===== src/inc/wwdt_defs.svh =====
// Constants for the windowed watchdog: register map, reset values, timing.
// Assumes inclusion by bare name from design files that need the figures.
`ifndef WWDT_DEFS_SVH
`define WWDT_DEFS_SVH

`define WWDT_ADDR_W        16
`define WWDT_CTRL_ADDR     16'h002A
`define WWDT_CTRL_RESET    8'h7F
`define WWDT_ACT_BIT       7
`define WWDT_TOP_BIT       6
`define WWDT_CNT_RESET     7'h7F
`define WWDT_PRESCALE      14'h3FFF
`define WWDT_PRE_W         14
`define WWDT_OSC_DIV       8'h01
`define WWDT_DLY_SHORT     13'h00FF
`define WWDT_DLY_LONG      13'h0FFF
`define WWDT_DLY_W         13
`define WWDT_RST_NS        500
`define WWDT_CLK_NS        10
`define WWDT_RST_CYC       ((`WWDT_RST_NS + `WWDT_CLK_NS - 1) / `WWDT_CLK_NS)
`define WWDT_RST_W         7

`endif


===== src/inc/wwdt_pkg.sv =====
// Types shared by the watchdog design files.
// Assumes the defs header is included where constants are needed.
package wwdt_pkg;

   typedef enum logic [1:0] {
      WWDT_RUN,
      WWDT_HALT_ONCE,
      WWDT_FROZEN,
      WWDT_RESUME
   } wwdt_state_type;

   typedef struct packed {
      logic halt_enter;
      logic wake_ext;
      logic wake_osc;
   } wwdt_core_type;

   typedef struct packed {
      logic       hw_watchdog;
      logic       halt_reset_option;
      logic       timebase_irq_enable;
      logic [1:0] timebase_select;
      logic       long_wake_delay;
   } wwdt_cfg_type;

endpackage


===== src/logic/wwdt_pulse.sv =====
// Stretcher that holds the reset pin low for a fixed number of cycles.
// Assumes a one-cycle trigger pulse on clk_sys.
`timescale 1ns/1ns
`default_nettype none
`include "wwdt_defs.svh"

module wwdt_pulse (
   input  wire logic clk_sys,
   input  wire logic resetn,
   input  wire logic trigger,
   output logic      reset_pin_n
);

   logic [`WWDT_RST_W-1:0] count;
   wire                    busy = (count != '0);

   always_ff @(posedge clk_sys or negedge resetn) begin
      if (!resetn) begin
         count <= '0;
      end else if (trigger) begin
         count <= `WWDT_RST_W'(`WWDT_RST_CYC);
      end else if (busy) begin
         count <= count - `WWDT_RST_W'(1);
      end
   end

   always_ff @(posedge clk_sys or negedge resetn) begin
      if (!resetn) begin
         reset_pin_n <= 1'b1;
      end else begin
         reset_pin_n <= !(trigger || (count > `WWDT_RST_W'(1)));
      end
   end

endmodule
`default_nettype wire


===== src/logic/wwdt_core.sv =====
// Windowed watchdog top: control register, prescaler, countdown, halt handling.
// Assumes a plain register port from the core and core halt/wake indications.
//
// Summary of operation
// RL1: Software must write the counter top bit as one on every write.
// RL2: Countdown decrements once every 16384 divided oscillator periods.
// RL3: Active watchdog resets when the count passes from 40h to 3Fh.
// RL4: Activation bit set only by write; cleared only by system reset.
// RL5: Watchdog may reset only with activation bit set; halt_reset fires without it.
// RL6: Hardware-watchdog option makes watchdog always active.
// RL7: Control register reads 7Fh after reset.
// RL8: Low six counter bits give the number of steps before reset.
// RL9: Timeout bounds depend on per-timebase constants from timebase selection; the timeout here does not change with timebase_select.
// RL10: First decrement after write falls inside prescaler phase window.
// RL11: Plain halt without options: decrement once, then stop without reset.
// RL12: External wake from stopped halt resumes after 256 or 4096 clocks.
// RL13: Reset ending halt leaves watchdog disabled unless hardware option set.
// RL14: Halt with halt-reset option and no timebase enable resets at once.
// RL15: Halt with timebase enable freezes counter; interrupt resumes at once.
// RL16: Reset ending active-halt resumes counting after 256 or 4096 clocks.
// RL17: Control register at 002Ah: activation bit 7, counter bits 6:0.
// RL18: Software should reload the counter just before entering halt.
// RL19: Countdown runs even while the watchdog is not activated.
// RL20: Watchdog reset drives reset pin low for about 500 ns.
// RL21: Writing activation set with top bit clear forces a reset.
// RL22: Halt, wake and option bits arrive as plain inputs.
`timescale 1ns/1ns
`default_nettype none
`include "wwdt_defs.svh"

module wwdt_core (
   input  wire logic                     clk_sys,
   input  wire logic                     resetn,
   input  wire logic [`WWDT_ADDR_W-1:0]  reg_addr,
   input  wire logic [7:0]               reg_wdata,
   input  wire logic                     reg_write,
   input  wire logic                     reg_read,
   output logic      [7:0]               reg_rdata,
   input  wire wwdt_pkg::wwdt_core_type  core_event,
   input  wire wwdt_pkg::wwdt_cfg_type   config_in,
   input  wire logic                     resumed_from_halt,
   output logic                          reset_pin_n,
   output logic                          watchdog_reset
);

   // ----------------------------------------------------------------
   // Register state
   // ----------------------------------------------------------------
   logic                      activation_bit;
   logic [6:0]                load_count;
   logic [`WWDT_PRE_W-1:0]    prescaler;
   logic [`WWDT_DLY_W-1:0]    resume_delay;
   logic                      boot_delay;
   wwdt_pkg::wwdt_state_type  state;
   wwdt_pkg::wwdt_state_type  next_state;
   logic                      fire;

   // ----------------------------------------------------------------
   // Decoding
   // ----------------------------------------------------------------
   // Halt inputs are sourced from the core on clk_sys, so no synchroniser
   wire ctrl_hit     = (reg_addr == `WWDT_CTRL_ADDR);                    // [RL17]
   wire ctrl_write   = reg_write && ctrl_hit;
   wire active       = activation_bit || config_in.hw_watchdog;         // [RL5] [RL6]
   wire counting     = (state == wwdt_pkg::WWDT_RUN) ||
                       (state == wwdt_pkg::WWDT_HALT_ONCE);
   wire tick         = counting && (prescaler == `WWDT_PRESCALE);       // [RL2]
   wire counter_top_bit = load_count[`WWDT_TOP_BIT];
   wire [6:0] dec_count = load_count - 7'h01;
   wire roll_over    = tick && counter_top_bit && !dec_count[`WWDT_TOP_BIT];  // [RL3]
   wire sw_force     = ctrl_write && (reg_wdata[`WWDT_ACT_BIT] || active)
                       && !reg_wdata[`WWDT_TOP_BIT];                    // [RL21] [RL1]
   wire plain_halt   = core_event.halt_enter && !config_in.timebase_irq_enable;  // [RL22]
   wire halt_reset   = plain_halt && config_in.halt_reset_option;       // [RL14]
   wire wake_any     = core_event.wake_ext || core_event.wake_osc;
   wire [`WWDT_DLY_W-1:0] wake_delay = config_in.long_wake_delay ?
                                       `WWDT_DLY_LONG : `WWDT_DLY_SHORT;
   // Timebase constants reach only read_value, which the read port masks to zero
   wire [5:0] tb_low_const = (config_in.timebase_select == 2'b00) ? 6'h3B :
                             (config_in.timebase_select == 2'b01) ? 6'h35 :
                             (config_in.timebase_select == 2'b10) ? 6'h23 : 6'h36;  // [RL9]

   // ----------------------------------------------------------------
   // Prescaler and counter
   // ----------------------------------------------------------------
   // Prescaler is not cleared on write, so the first step lands anywhere in a period
   always_ff @(posedge clk_sys or negedge resetn) begin
      if (!resetn) begin
         prescaler <= '0;
      end else if (counting) begin
         prescaler <= prescaler + `WWDT_PRE_W'(1);                      // [RL10] [RL19]
      end
   end

   always_ff @(posedge clk_sys or negedge resetn) begin
      if (!resetn) begin
         load_count <= `WWDT_CNT_RESET;                                 // [RL7]
      end else if (ctrl_write) begin
         load_count <= reg_wdata[6:0];                                  // [RL8]
      end else if (tick) begin
         load_count <= dec_count;                                       // [RL19]
      end
   end

   always_ff @(posedge clk_sys or negedge resetn) begin
      if (!resetn) begin
         activation_bit <= 1'b0;                                        // [RL7] [RL13]
      end else if (ctrl_write && reg_wdata[`WWDT_ACT_BIT]) begin
         activation_bit <= 1'b1;                                        // [RL4]
      end
   end

   // ----------------------------------------------------------------
   // Halt sequencing
   // ----------------------------------------------------------------
   always_comb begin
      next_state = state;
      case (state)
         wwdt_pkg::WWDT_RUN: begin
            if (core_event.halt_enter && config_in.timebase_irq_enable) begin
               next_state = wwdt_pkg::WWDT_FROZEN;                      // [RL15]
            end else if (plain_halt && !config_in.halt_reset_option) begin
               next_state = wwdt_pkg::WWDT_HALT_ONCE;                   // [RL11]
            end
         end
         wwdt_pkg::WWDT_HALT_ONCE: begin
            if (core_event.wake_ext) begin
               next_state = wwdt_pkg::WWDT_RESUME;                      // [RL12]
            end else if (tick) begin
               next_state = wwdt_pkg::WWDT_FROZEN;                      // [RL11]
            end
         end
         wwdt_pkg::WWDT_FROZEN: begin
            if (wake_any) begin
               next_state = config_in.timebase_irq_enable ?
                            wwdt_pkg::WWDT_RUN : wwdt_pkg::WWDT_RESUME; // [RL15] [RL12]
            end
         end
         wwdt_pkg::WWDT_RESUME: begin
            if (resume_delay == '0) begin
               next_state = wwdt_pkg::WWDT_RUN;
            end
         end
         default: begin
            next_state = wwdt_pkg::WWDT_RUN;
         end
      endcase
   end

   always_ff @(posedge clk_sys or negedge resetn) begin
      if (!resetn) begin
         state <= wwdt_pkg::WWDT_RESUME;
      end else if (boot_delay) begin
         state <= config_in.timebase_irq_enable || !resumed_from_halt ?
                  wwdt_pkg::WWDT_RESUME : wwdt_pkg::WWDT_RUN;           // [RL16]
      end else begin
         state <= next_state;
      end
   end

   // Reset release samples the wake-up option once, after the edge
   always_ff @(posedge clk_sys or negedge resetn) begin
      if (!resetn) begin
         boot_delay <= 1'b1;
      end else begin
         boot_delay <= 1'b0;
      end
   end

   always_ff @(posedge clk_sys or negedge resetn) begin
      if (!resetn) begin
         resume_delay <= '0;
      end else if (boot_delay || (next_state == wwdt_pkg::WWDT_RESUME &&
                                  state != wwdt_pkg::WWDT_RESUME)) begin
         resume_delay <= (boot_delay && !resumed_from_halt) ? '0 : wake_delay;  // [RL16] [RL12]
      end else if (resume_delay != '0) begin
         resume_delay <= resume_delay - `WWDT_DLY_W'(1);
      end
   end

   // ----------------------------------------------------------------
   // Reset generation and read port
   // ----------------------------------------------------------------
   always_ff @(posedge clk_sys or negedge resetn) begin
      if (!resetn) begin
         fire <= 1'b0;
      end else begin
         fire <= (active && roll_over && (state == wwdt_pkg::WWDT_RUN)) // [RL3] [RL5]
                 || sw_force || halt_reset;                             // [RL21] [RL14]
      end
   end

   assign watchdog_reset = fire;

   wwdt_pulse u_pulse (
      .clk_sys     (clk_sys),
      .resetn      (resetn),
      .trigger     (fire),
      .reset_pin_n (reset_pin_n)                                       // [RL20]
   );

   wire [7:0] read_value = ctrl_hit ? {activation_bit, load_count} : {2'b00, tb_low_const};

   always_ff @(posedge clk_sys or negedge resetn) begin
      if (!resetn) begin
         reg_rdata <= 8'h00;
      end else if (reg_read) begin
         reg_rdata <= ctrl_hit ? read_value : 8'h00;                    // [RL17]
      end
   end

endmodule
`default_nettype wire


===== config.mk =====
export PLATFORM = sky130hd
export DESIGN_NAME = wwdt_core
export DESIGN_NICKNAME = d
export VERILOG_FILES = /design/src/inc/wwdt_pkg.sv /design/src/logic/wwdt_pulse.sv /design/src/logic/wwdt_core.sv
export VERILOG_INCLUDE_DIRS = /design/src /design/src/inc
export SDC_FILE = /design/constraint.sdc
export NUM_CORES = 1
export LEC_CHECK = 0
export BUFFER_PORTS_ARGS = -buffer_cell sky130_fd_sc_hd__clkbuf_2
export CORE_MARGIN = 8
export CORE_UTILIZATION = 40
export CTS_BUF_LIST = sky130_fd_sc_hd__clkbuf_8
export CTS_CLUSTER_SIZE = 40
export DETAILED_ROUTE_END_ITERATION = 8
export REMOVE_ABC_BUFFERS = 1
export SLEW_MARGIN = 20
export SYNTH_ARGS = -nofsm -noshare
export SYNTH_HDL_FRONTEND = slang
export SYNTH_SLANG_ARGS = --single-unit

===== constraint.sdc =====
create_clock -name clk_sys -period 2.75 [get_ports clk_sys]
set_clock_uncertainty 0.05 [all_clocks]
set_input_delay 0.55 -clock clk_sys [delete_from_list [all_inputs] [get_ports clk_sys]]
set_output_delay 0.55 -clock clk_sys [all_outputs]
set_load 0.05 [all_outputs]

## Word level (Yosys, flattened, before mapping)

Index checks and enable logic that the tools add are counted.

- Flip-flop bits (word level): 55
- Input bits: 38
- Output and inout port bits: 10
- Word-level logic and storage cells: 78

- $add $sub $neg: 4
- Magnitude comparators: 1
- Eq/ne operators: 7
- Muxes and demuxes: 19
- Reduce and logical (&&, ||, !) cells: 37

Operator list:

| operator | number |
|---|---|
| $mux 7 | 4 |
| $mux 13 | 2 |
| $mux 12 | 2 |
| $mux 2 | 9 |
| $eq 16x6->1 const B | 1 |
| $logic_and 1x1->1 | 15 |
| $add 14x1->14 const B | 1 |
| $eq 14x14->1 const B | 1 |
| $sub 7x1->7 const B | 2 |
| $logic_not 13->1 | 1 |
| $reduce_bool 13->1 | 1 |
| $sub 13x1->13 const B | 1 |
| $logic_or 1x1->1 | 9 |
| $mux 8 | 1 |
| $pmux 2 s4 | 1 |
| $gt 7x1->1 const B | 1 |
| $reduce_bool 7->1 | 1 |
| $eq 2x2->1 const B | 3 |
| $logic_not 1->1 | 6 |
| $reduce_bool 2->1 | 3 |
| $eq 2x1->1 const B | 1 |
| $logic_not 2->1 | 1 |
| $ne 2x2->1 const B | 1 |

## Depth between registers and ports, before layout

Gate-level depths: netlist (run 1).

- Depth in word-level cells: 10
- Depth in mapped cells: 9
- Depth with buffers taken out: 8

## By module

From an unflattened synthesis (run 1), not the netlist that was laid out.

- Cell total of the unflattened synthesis: 280
- Area, all modules: 2,871.5 um2

By module, submodules not included:

| module | instances | cells each | area an instance (um2) | sequential area each (um2) |
|---|---|---|---|---|
| wwdt_core | 1 | 236 | 2,417.3 | 1,188.6 |
| wwdt_pulse | 1 | 44 | 454.2 | 201.4 |

## Worst setup path after synthesis (run 1)

OpenSTA, ideal clock, no wires.

- Path type: register to register
- From: register resume_delay[0]
- To: register state[0]
- Library setup time: 0.078 ns
- Arrival time: 1.911 ns
- Data required time: 2.622 ns
- Path slack: 0.711 ns
- Stages on the path, launching flop included: 10
- Path buffers: 1
- Clock period less this slack: 2.039 ns
- Path through: dfrtp_1 > inv_1 > ha_1 > nor3b_2 > nand2_2 > or4_4 > buf_6 > a31oi_4 > and2b_1 > nor2_1

- Word-level cells in the longest chain between the ends: 4

RTL lines:

| element | line | source |
|---|---|---|
| from (decl) | wwdt_core.sv:52 | `` logic [`WWDT_DLY_W-1:0] resume_delay; `` |
| from (signal assigned) | wwdt_core.sv:175 | `resume_delay <= (boot_delay && !resumed_from_halt) ? '0 : wake_delay;` |
| from (signal assigned) | wwdt_core.sv:177 | `` resume_delay <= resume_delay - `WWDT_DLY_W'(1); `` |
| $logic_not 13->1 | wwdt_core.sv:140 | `if (resume_delay == '0) begin` |
| $mux 2 | wwdt_core.sv:140 |  |
| $pmux 2 s4 | wwdt_core.sv:118 | `case (state)` |
| $mux 2 | wwdt_core.sv:153 | `end else if (boot_delay) begin` |
| to (signal assigned) | wwdt_core.sv:152 | `state <= wwdt_pkg::WWDT_RESUME;` |
| to (signal assigned) | wwdt_core.sv:154 | `state <= config_in.timebase_irq_enable \|\| !resumed_from_halt ?` |
| to (signal assigned) | wwdt_core.sv:157 | `state <= next_state;` |
| to (decl) | wwdt_core.sv:54 | `wwdt_pkg::wwdt_state_type state;` |

Every way passes these cells.
A chain may end at the register's enable or synchronous reset.

## Final worst setup path (run 1)

Same ends and word-level chain as after synthesis.

==> qor.csv, run 1 <==
stage,metric,value,unit
clocking,Clock Tree Buf Depth,2,
placement,placed cell areas,3140,um2
worst_setup_path,slowest cell delay on critical path,590,ps
floorplan,Die Span Y,99.6,um
global_route,GRT busiest layer,met2,
routing,DR pass1 iterations,4,
worst_setup_path,kind of critical path,reg -> reg,
yosys,"EDFF count, synth",0,
worst_setup_path,reg2reg start,resume_delay[0],
global_route,grt met2 use,19.0,%
global_route,met3 GRT Util,3.49,%
timing,final setup fails,0,
yosys,synthesized instance count,277,
floorplan,Row Count,30,
routing,drc violations,0,
global_route,remaining global-route overflow,0,
worst_setup_path,crit path launch,resume_delay[0],
final_layout,final net count,370,
clocking,CTS tree,done,
routing,Iter 0 DRT Violations,111,
min_path,worst hold path type,in -> async,
power,Pwr Density,619,nW/um2
timing,Slew headroom,62.9,%
timing,final hold viol count,0,
timing,final hold slack,108,ps
clocking,# clock sinks,55,
yosys,Netlist Area Pre-Place,2790,um2
global_route,vias in the first global route,2155,
worst_setup_path,Worst EP required,2950,ps
routing,Routed Antenna Nets,0,
yosys,"flops & latches, synth",55,
final_layout,"commonest non-fill, non-tap cell in the layout",clkbuf_2,
final_layout,fin area,3250,um2
routing,DR WL/cell,13.2,um
worst_setup_path,CP Capture Type,flip-flop,
final_layout,post-layout util,47.9,%
worst_setup_path,WP data arrival,2390,ps
worst_setup_path,"Critical Path, Cell by Cell",inv_1 -> ha_1 -> nor3b_2 -> nand2_2 -> or4_4 -> a31oi_4 -> and2b_1 -> nor2_1,
clocking,Post-CTS Resized,0,
power,VDD IR max,170,uV
floorplan,die area,9920,um2
timing,worst slew pin tran,551,ps
floorplan,Ports,48,
worst_setup_path,Max Fanout on Critical Path,9,
clocking,clk root buf,clkbuf_8,
worst_setup_path,critical path's top delay family,simple AND/OR/NAND/NOR gates,
yosys,Ys Warns,0,
status,status,finished clean,
floorplan,Chip Width,99.6,um
timing,Final period util,79.5,%
routing,total wire length,5.58,mm
timing,minimum clock period after layout,2190,ps
clocking,Worst-Skew Late Latency,320,ps
global_route,initial antenna violation count,0,
run,max-cap violations,0,
worst_setup_path,critical path launch point type,flip-flop,
timing,Fin Setup TNS,0,ps
clocking,CTS hold repair buffers,0,
placement,dpl ws,567,ps
final_layout,ANT cells,0,
yosys,ys flop type,dfrtp_1,
clocking,H-tree lvl count,2,
clocking,total CTS buffers,5,
timing,unrepaired setup endpoints after global routing,no,
power,LEAKAGE,1.48,nW
final_layout,Layout area overhead,16.5,%
yosys,Async SR Flop Fraction,100,%
final_layout,share of cells above drive strength 1,24.1,%
timing,fmax,0.457,GHz
floorplan,core box area,6790,um2
routing,vias per cell,4.96,
floorplan,Initial Util,41.1,%
global_route,GRT Total Usage,12.2,%
placement,GPL Wtd Cong,0.777,
worst_setup_path,"Max stage delay cell, worst path",or4_4,
clocking,"Reg clk slew, reported paths",90,ps
yosys,synthesized area per cell,10.1,um2
placement,I/O Buffers,45,
timing,worst setup margin,562,ps
final_layout,Non-Filler Instances,424,
final_layout,"commonest non-fill, non-tap cells in the layout","clkbuf_2 (45), dfrtp_1 (44), nor2_1 (26)",
clocking,"Setup Fix Bufs, Post-CTS",0,
global_route,first-pass GRT wire length,9.80,mm
global_route,largest net degree at the start of global routing,25,
global_route,met1 usage,15.3,%
timing,Pins Over Slew Limit,0,
placement,Inst Count DP,416,
yosys,post-synth cell types,51,
placement,post-detail-place hpwl,4.20,mm
yosys,sequential fraction of the synthesis area,49.8,%
power,Final Power,2.01,mW
routing,via count,2101,
worst_setup_path,WP buf/inv,1,
==> metal layers <==
| metal | vias up | routed length (um) |
|---|---|---|
| met5 | - | 0 |
| met4 | 0 | 82 |
| met3 | 7 | 238 |
| met2 | 37 | 2540 |
| met1 | 1000 | 2720 |
| li1 | 1057 | - |
==> layout make-up <==
cell class	instances	area, um2
tap	96	120
clock inverter	2	35.0
sequential	55	1390
multi-input combinational	199	1310
clock buffer	6	82.6
inverter	17	63.8
fill	648	3540
timing repair buffer	49	255
==> path summary, 6_finish.rpt <==
path                                  endpoint  slack, ps  cells past startpoint
min reg2reg                u_pulse.reset_pin_n        400                      1
max reg2reg                           state[0]        560                      8
min                           resume_delay[10]        110                      1
min in group clk_sys             load_count[2]        390                      3
max                                   state[0]        560                      8
max in group asynchronous             state[1]       1830                      2
==> report_power, final <==
group          switching [mW]  internal [mW]
clock network           0.265          0.295
logic                   0.186          0.202
registers               0.134          0.932
==> sequential cells by signal, indices dropped and copies added, names as in the netlist <==
name                 cells
activation_bit           1
u_pulse.reset_pin_n      1
reg_rdata                8
prescaler               14
watchdog_reset           1
u_pulse.count            7
load_count               7
resume_delay            13
state                    2
boot_delay               1
==> cell families after synthesis <==
| group | Yosys count | share of synthesized area (%) |
|---|---|---|
| AND/OR/NAND/NOR | 114 | 23.6 |
| XOR/XNOR | 30 | 9.40 |
| AO/OA/AOI/OAI | 47 | 10.6 |
| buffers and inverters | 23 | 3.45 |
| adder cells (fa/ha/maj) | 5 | 2.24 |
| other | 1 | 0.134 |
| multiplexers | 2 | 0.806 |
| flip-flops | 55 | 49.8 |
==> synth_stat cells, types with 2 or more instances <==
master / number / area share (%)
buf_2: 2 / 0.36
nand4_1: 3 / 0.67
nand4b_1: 2 / 0.63
o21ai_1: 2 / 0.36
nand3b_1: 3 / 0.81
and3_1: 3 / 0.67
ha_1: 5 / 2.2
xor2_1: 10 / 3.1
mux2_2: 2 / 0.81
dfrtp_1: 44 / 39
nor3_1: 5 / 0.90
or3_1: 2 / 0.45
and4_1: 2 / 0.63
o21ai_0: 12 / 2.1
a21oi_1: 17 / 3.0
o31ai_1: 5 / 1.3
o31a_1: 4 / 1.3
nand2_2: 2 / 0.45
or4_1: 3 / 0.81
clkbuf_1: 2 / 0.27
nand3_1: 14 / 2.5
inv_1: 16 / 2.1
nor2_1: 26 / 3.5
and3b_1: 3 / 0.94
nand2_1: 19 / 2.6
nor2b_1: 2 / 0.45
nand2b_1: 8 / 1.8
xnor2_1: 20 / 6.3
dfstp_2: 11 / 10
nor4_1: 7 / 1.6
Power figures use the tool's default switching activity.
==> run 2, diff against run 1 <==
--- a/config.mk
+++ b/config.mk
@@ -6,6 +6,7 @@
 export SDC_FILE = /design/constraint.sdc
 export NUM_CORES = 1
 export LEC_CHECK = 0
+export ABC_AREA = 1
 export BUFFER_PORTS_ARGS = -buffer_cell sky130_fd_sc_hd__clkbuf_2
 export CORE_MARGIN = 8
 export CORE_UTILIZATION = 40
==> constraint.sdc (replaced) <==
create_clock -name clk_sys -period 1.8 [get_ports clk_sys]
set_clock_uncertainty 0.05 [all_clocks]
set_input_delay 0.36 -clock clk_sys [delete_from_list [all_inputs] [get_ports clk_sys]]
set_output_delay 0.36 -clock clk_sys [all_outputs]
set_load 0.05 [all_outputs]
==> qor.csv, run 2 <==
stage,metric,value,unit,change
routing,drc violations,0,,unchanged
worst_setup_path,critical path launch point type,flip-flop,,
final_layout,Layout area overhead,31.2,%,
status,failing checks,negative setup slack,,
timing,Pins Over Slew Limit,0,,unchanged
routing,vias per cell,4.65,,-6.1%
worst_setup_path,Max Fanout on Critical Path,5,,-4
yosys,"EDFF count, synth",0,,unchanged
worst_setup_path,reg2reg end,resume_delay[6],,
final_layout,"commonest non-fill, non-tap cell in the layout",nand2_1,,
placement,Inst Count DP,563,,+35%
timing,final hold viol count,0,,unchanged
power,Comb pwr share,34.0,%,+15 points
yosys,Area contributors post-synth,"dfrtp_1 (36%), dfstp_2 (9.5%), nand2_1 (8.7%)",,
global_route,vias in the first global route,2601,,+21%
power,LEAKAGE,2.01,nW,+36%
global_route,met1 usage,16.1,%,+0.81 points
power,Pint,2.34,mW,+64%
final_layout,ANT cells,0,,unchanged
worst_setup_path,Reg2Reg Setup Slack,-50,ps,-620 ps
worst_setup_path,WP buf/inv,2,,+1
timing,Fin Setup TNS,-564,ps,-564 ps
timing,fmax,0.539,GHz,+18%
final_layout,max FFs per register,14,,unchanged
yosys,Synth top area share,36.1,%,-3.3 points
routing,DR WL/cell,11.5,um,-13%
clocking,CTS tree,done,,
power,P_sw,1.16,mW,+98%
worst_setup_path,reg2reg start,resume_delay[0],,
global_route,first-pass GRT wire length,11.4,mm,+16%
final_layout,top flop regs,"prescaler x14, resume_delay x13, reg_rdata x8",,
global_route,remaining global-route overflow,0,,unchanged
run,max-cap violations,0,,unchanged
min_path,hold path start,reg_wdata[0],,
final_layout,largest reg by FF count,prescaler,,
routing,DR pass1 iterations,4,,unchanged
final_layout,"commonest non-fill, non-tap cells in the layout","nand2_1 (67), inv_1 (56), buf_4 (55)",,
worst_setup_path,Worst EP required,1950,ps,-1000 ps
worst_setup_path,CP Capture Type,flip-flop,,
clocking,Worst-Skew Late Latency,310,ps,about the same
timing,final setup fails,12,,+12
placement,dpl ws,-196,ps,-763 ps
timing,unrepaired setup endpoints after global routing,yes,,
power,Pwr Density,874,nW/um2,+41%
global_route,grt met2 use,23.9,%,+4.9 points
floorplan,core box area,7570,um2,+11%
final_layout,fillers,704,,+8.6%
clocking,# clock sinks,55,,unchanged
worst_setup_path,WP data arrival,2010,ps,-380 ps
global_route,met3 GRT Util,2.07,%,-1.4 points
timing,minimum clock period after layout,1850,ps,-334 ps
yosys,"flops & latches, synth",55,,unchanged
timing,Final period util,103,%,+23 points
power,VDD IR max,504,uV,+200%
routing,Routed Antenna Nets,0,,unchanged
worst_setup_path,"Max stage delay cell, worst path",dfrtp_1,,
routing,total wire length,6.74,mm,+21%
routing,via count,2726,,+30%
worst_setup_path,R2R cell count,14,,+6
yosys,most common cell in the netlist,nand2_1,,
final_layout,final net count,526,,+42%
yosys,Netlist Area Pre-Place,3050,um2,+9.1%
timing,Slew headroom,63.6,%,+0.66 points
timing,worst slew pin tran,545,ps,-5.37 ps
yosys,Ys Warns,0,,unchanged
final_layout,share of cells above drive strength 1,32.9,%,+8.8 points
yosys,Async SR Flop Fraction,100,%,unchanged
power,Clock power frac,20.3,%,-7.5 points
floorplan,Ports,48,,unchanged
global_route,GRT busiest layer,met2,,
placement,post-detail-place hpwl,5.17,mm,+23%
yosys,synthesized area per cell,8.06,um2,-20%
yosys,post-synth cell types,36,,-29%
yosys,synth cell count leaders,"nand2_1 (71), inv_1 (59), dfrtp_1 (44)",,
floorplan,Die Span Y,103,um,+3.7%
worst_setup_path,"Critical Path, Cell by Cell",inv_2 -> ha_4 -> nand2_4 -> nor2_4 -> nand2_2 -> a21boi_1 -> nand2_1 -> nand2_1 -> nand2_2 -> nand2_4 -> nand2_4 -> nor2_4 -> buf_6 -> a21oi_1,,
clocking,total CTS buffers,5,,unchanged
yosys,cell taking the most area after synthesis,dfrtp_1,,
power,register share of total power,45.7,%,-7.2 points
floorplan,Row Count,32,,+6.7%
placement,I/O Buffers,45,,unchanged
status,status,"complete, but fails checks",,
yosys,synthesized instance count,378,,+36%
global_route,initial antenna violation count,0,,unchanged
min_path,Cells on Worst Hold Path,3,,
floorplan,Chip Width,103,um,+3.7%
worst_setup_path,slowest cell delay on critical path,400,ps,-190 ps
power,Sw Ratio,33.1,%,+4.0 points
min_path,worst hold path type,in -> reg,,
routing,Iter 0 DRT Violations,91,,-18%
floorplan,Initial Util,40.3,%,-0.85 points
floorplan,die area,10700,um2,+7.6%
yosys,ys flop type,dfrtp_1,,
worst_setup_path,critical path's top delay family,simple AND/OR/NAND/NOR gates,,
placement,GPL Wtd Cong,0.776,,about the same
clocking,clk root buf,clkbuf_8,,
clocking,Clock Tree Buf Depth,2,,unchanged
min_path,hold endpoint,load_count[0],,
power,Final Power,3.50,mW,+74%
timing,worst setup margin,-53.7,ps,-616 ps
timing,final hold slack,200,ps,+92.1 ps
clocking,"Reg clk slew, reported paths",100,ps,about the same
global_route,largest net degree at the start of global routing,23,,-8.0%
yosys,sequential fraction of the synthesis area,45.6,%,-4.1 points
clocking,H-tree lvl count,2,,unchanged
worst_setup_path,kind of critical path,reg -> reg,,
worst_setup_path,Crit. path cell count,14,,+6
global_route,GRT Total Usage,13.3,%,+1.1 points
worst_setup_path,most used cell along the critical path,nand2_4,,
final_layout,Non-Filler Instances,586,,+38%
-- run 2: changes by cell type after synthesis, moves of 7 or more --
| cell | before | now |
|---|---|---|
| nand3_1 | 14 | 28 |
| nand2_1 | 19 | 71 |
| nand4_1 | 3 | 10 |
| nand2b_1 | 8 | 0 |
| o22ai_1 | 1 | 10 |
| nor2_1 | 26 | 43 |
| inv_1 | 16 | 59 |
-- run 2: cells by family after synthesis --
| group | Yosys count | synth area share (%) |
|---|---|---|
| and+or+nand+nor | 175 | 26.5 |
| buffers and inverters | 68 | 8.95 |
| DFF | 55 | 45.6 |
| AOI/OAI and AO/OA | 47 | 8.99 |
| xor gates and xnor gates | 27 | 7.76 |
| adders and majority gates | 5 | 2.05 |
| other | 1 | 0.123 |
-- run 2: layout make-up --
class	instances	area [um2]	area share, %
Inverter	61	229	5.72
Multi-Input combinational cell	255	1450	36.3
Tap cell	102	128	3.19
Clock inverter	3	22.5	0.563
Clock buffer	5	68.8	1.72
Sequential cell	55	1390	34.8
Timing Repair Buffer	105	711	17.8
-- run 2: through the flow --
step / cell area [um2] / utilization (%)
final: 4000 / 52.9
after floorplan: 3000 / -
after global routing: 4000 / 52.9
after detailed placement: 3720 / 49.2
after CTS: 3920 / 51.8
after global placement: 3720 / 49.2
-- run 2: how the worst max path moves through the flow --
stage	start	endpoint	slack, ps
after floorplan	resume_delay[0]	resume_delay[0]	-140
after global placement	resume_delay[0]	resume_delay[1]	-100
after detailed placement	resume_delay[0]	resume_delay[0]	-200
after CTS	resume_delay[5]	resume_delay[9]	-50
after global routing	prescaler[7]	resume_delay[7]	-180
final	resume_delay[0]	resume_delay[6]	-50
-- run 2: repair_timing --
item | 4_1_cts | 5_1_grt
endpoints found under the setup margin | 12 | 21
hold endpoints to repair | 12 | 0
gates cloned | 0 | 0
hold buffers | 1 | 0
pin swaps | 6 | 4
gates resized for setup | 13 | 12
setup buffers | 8 | 6
-- run 2: worst register-to-register path, delay by kind of cell (launching register included) --
family                     cells  cell delay [ps]
DFF                            1              400
adders and majority gates      1              140
AOI/OAI and AO/OA              2              160
buffers and inverters          2              220
and+or+nand+nor                9              760
-- run 2: per-layer routing --
metal  vias up  routed length [um]
met4         0                  70
met3         7                 224
li1       1411                   -
met2        31                3320
met1      1277                3120
met5         -                   0
-- run 2: power groups by stage --
| stage | clock, mW | sequential [mW] | combinational [mW] |
|---|---|---|---|
| floorplan | 0 | 1.63 | 0.560 |
| global placement | 0 | 1.60 | 1.02 |
| detailed placement | 0 | 1.61 | 1.04 |
| CTS | 0.741 | 1.59 | 1.13 |
| global route | 0.782 | 1.62 | 1.34 |
| finish | 0.709 | 1.60 | 1.19 |
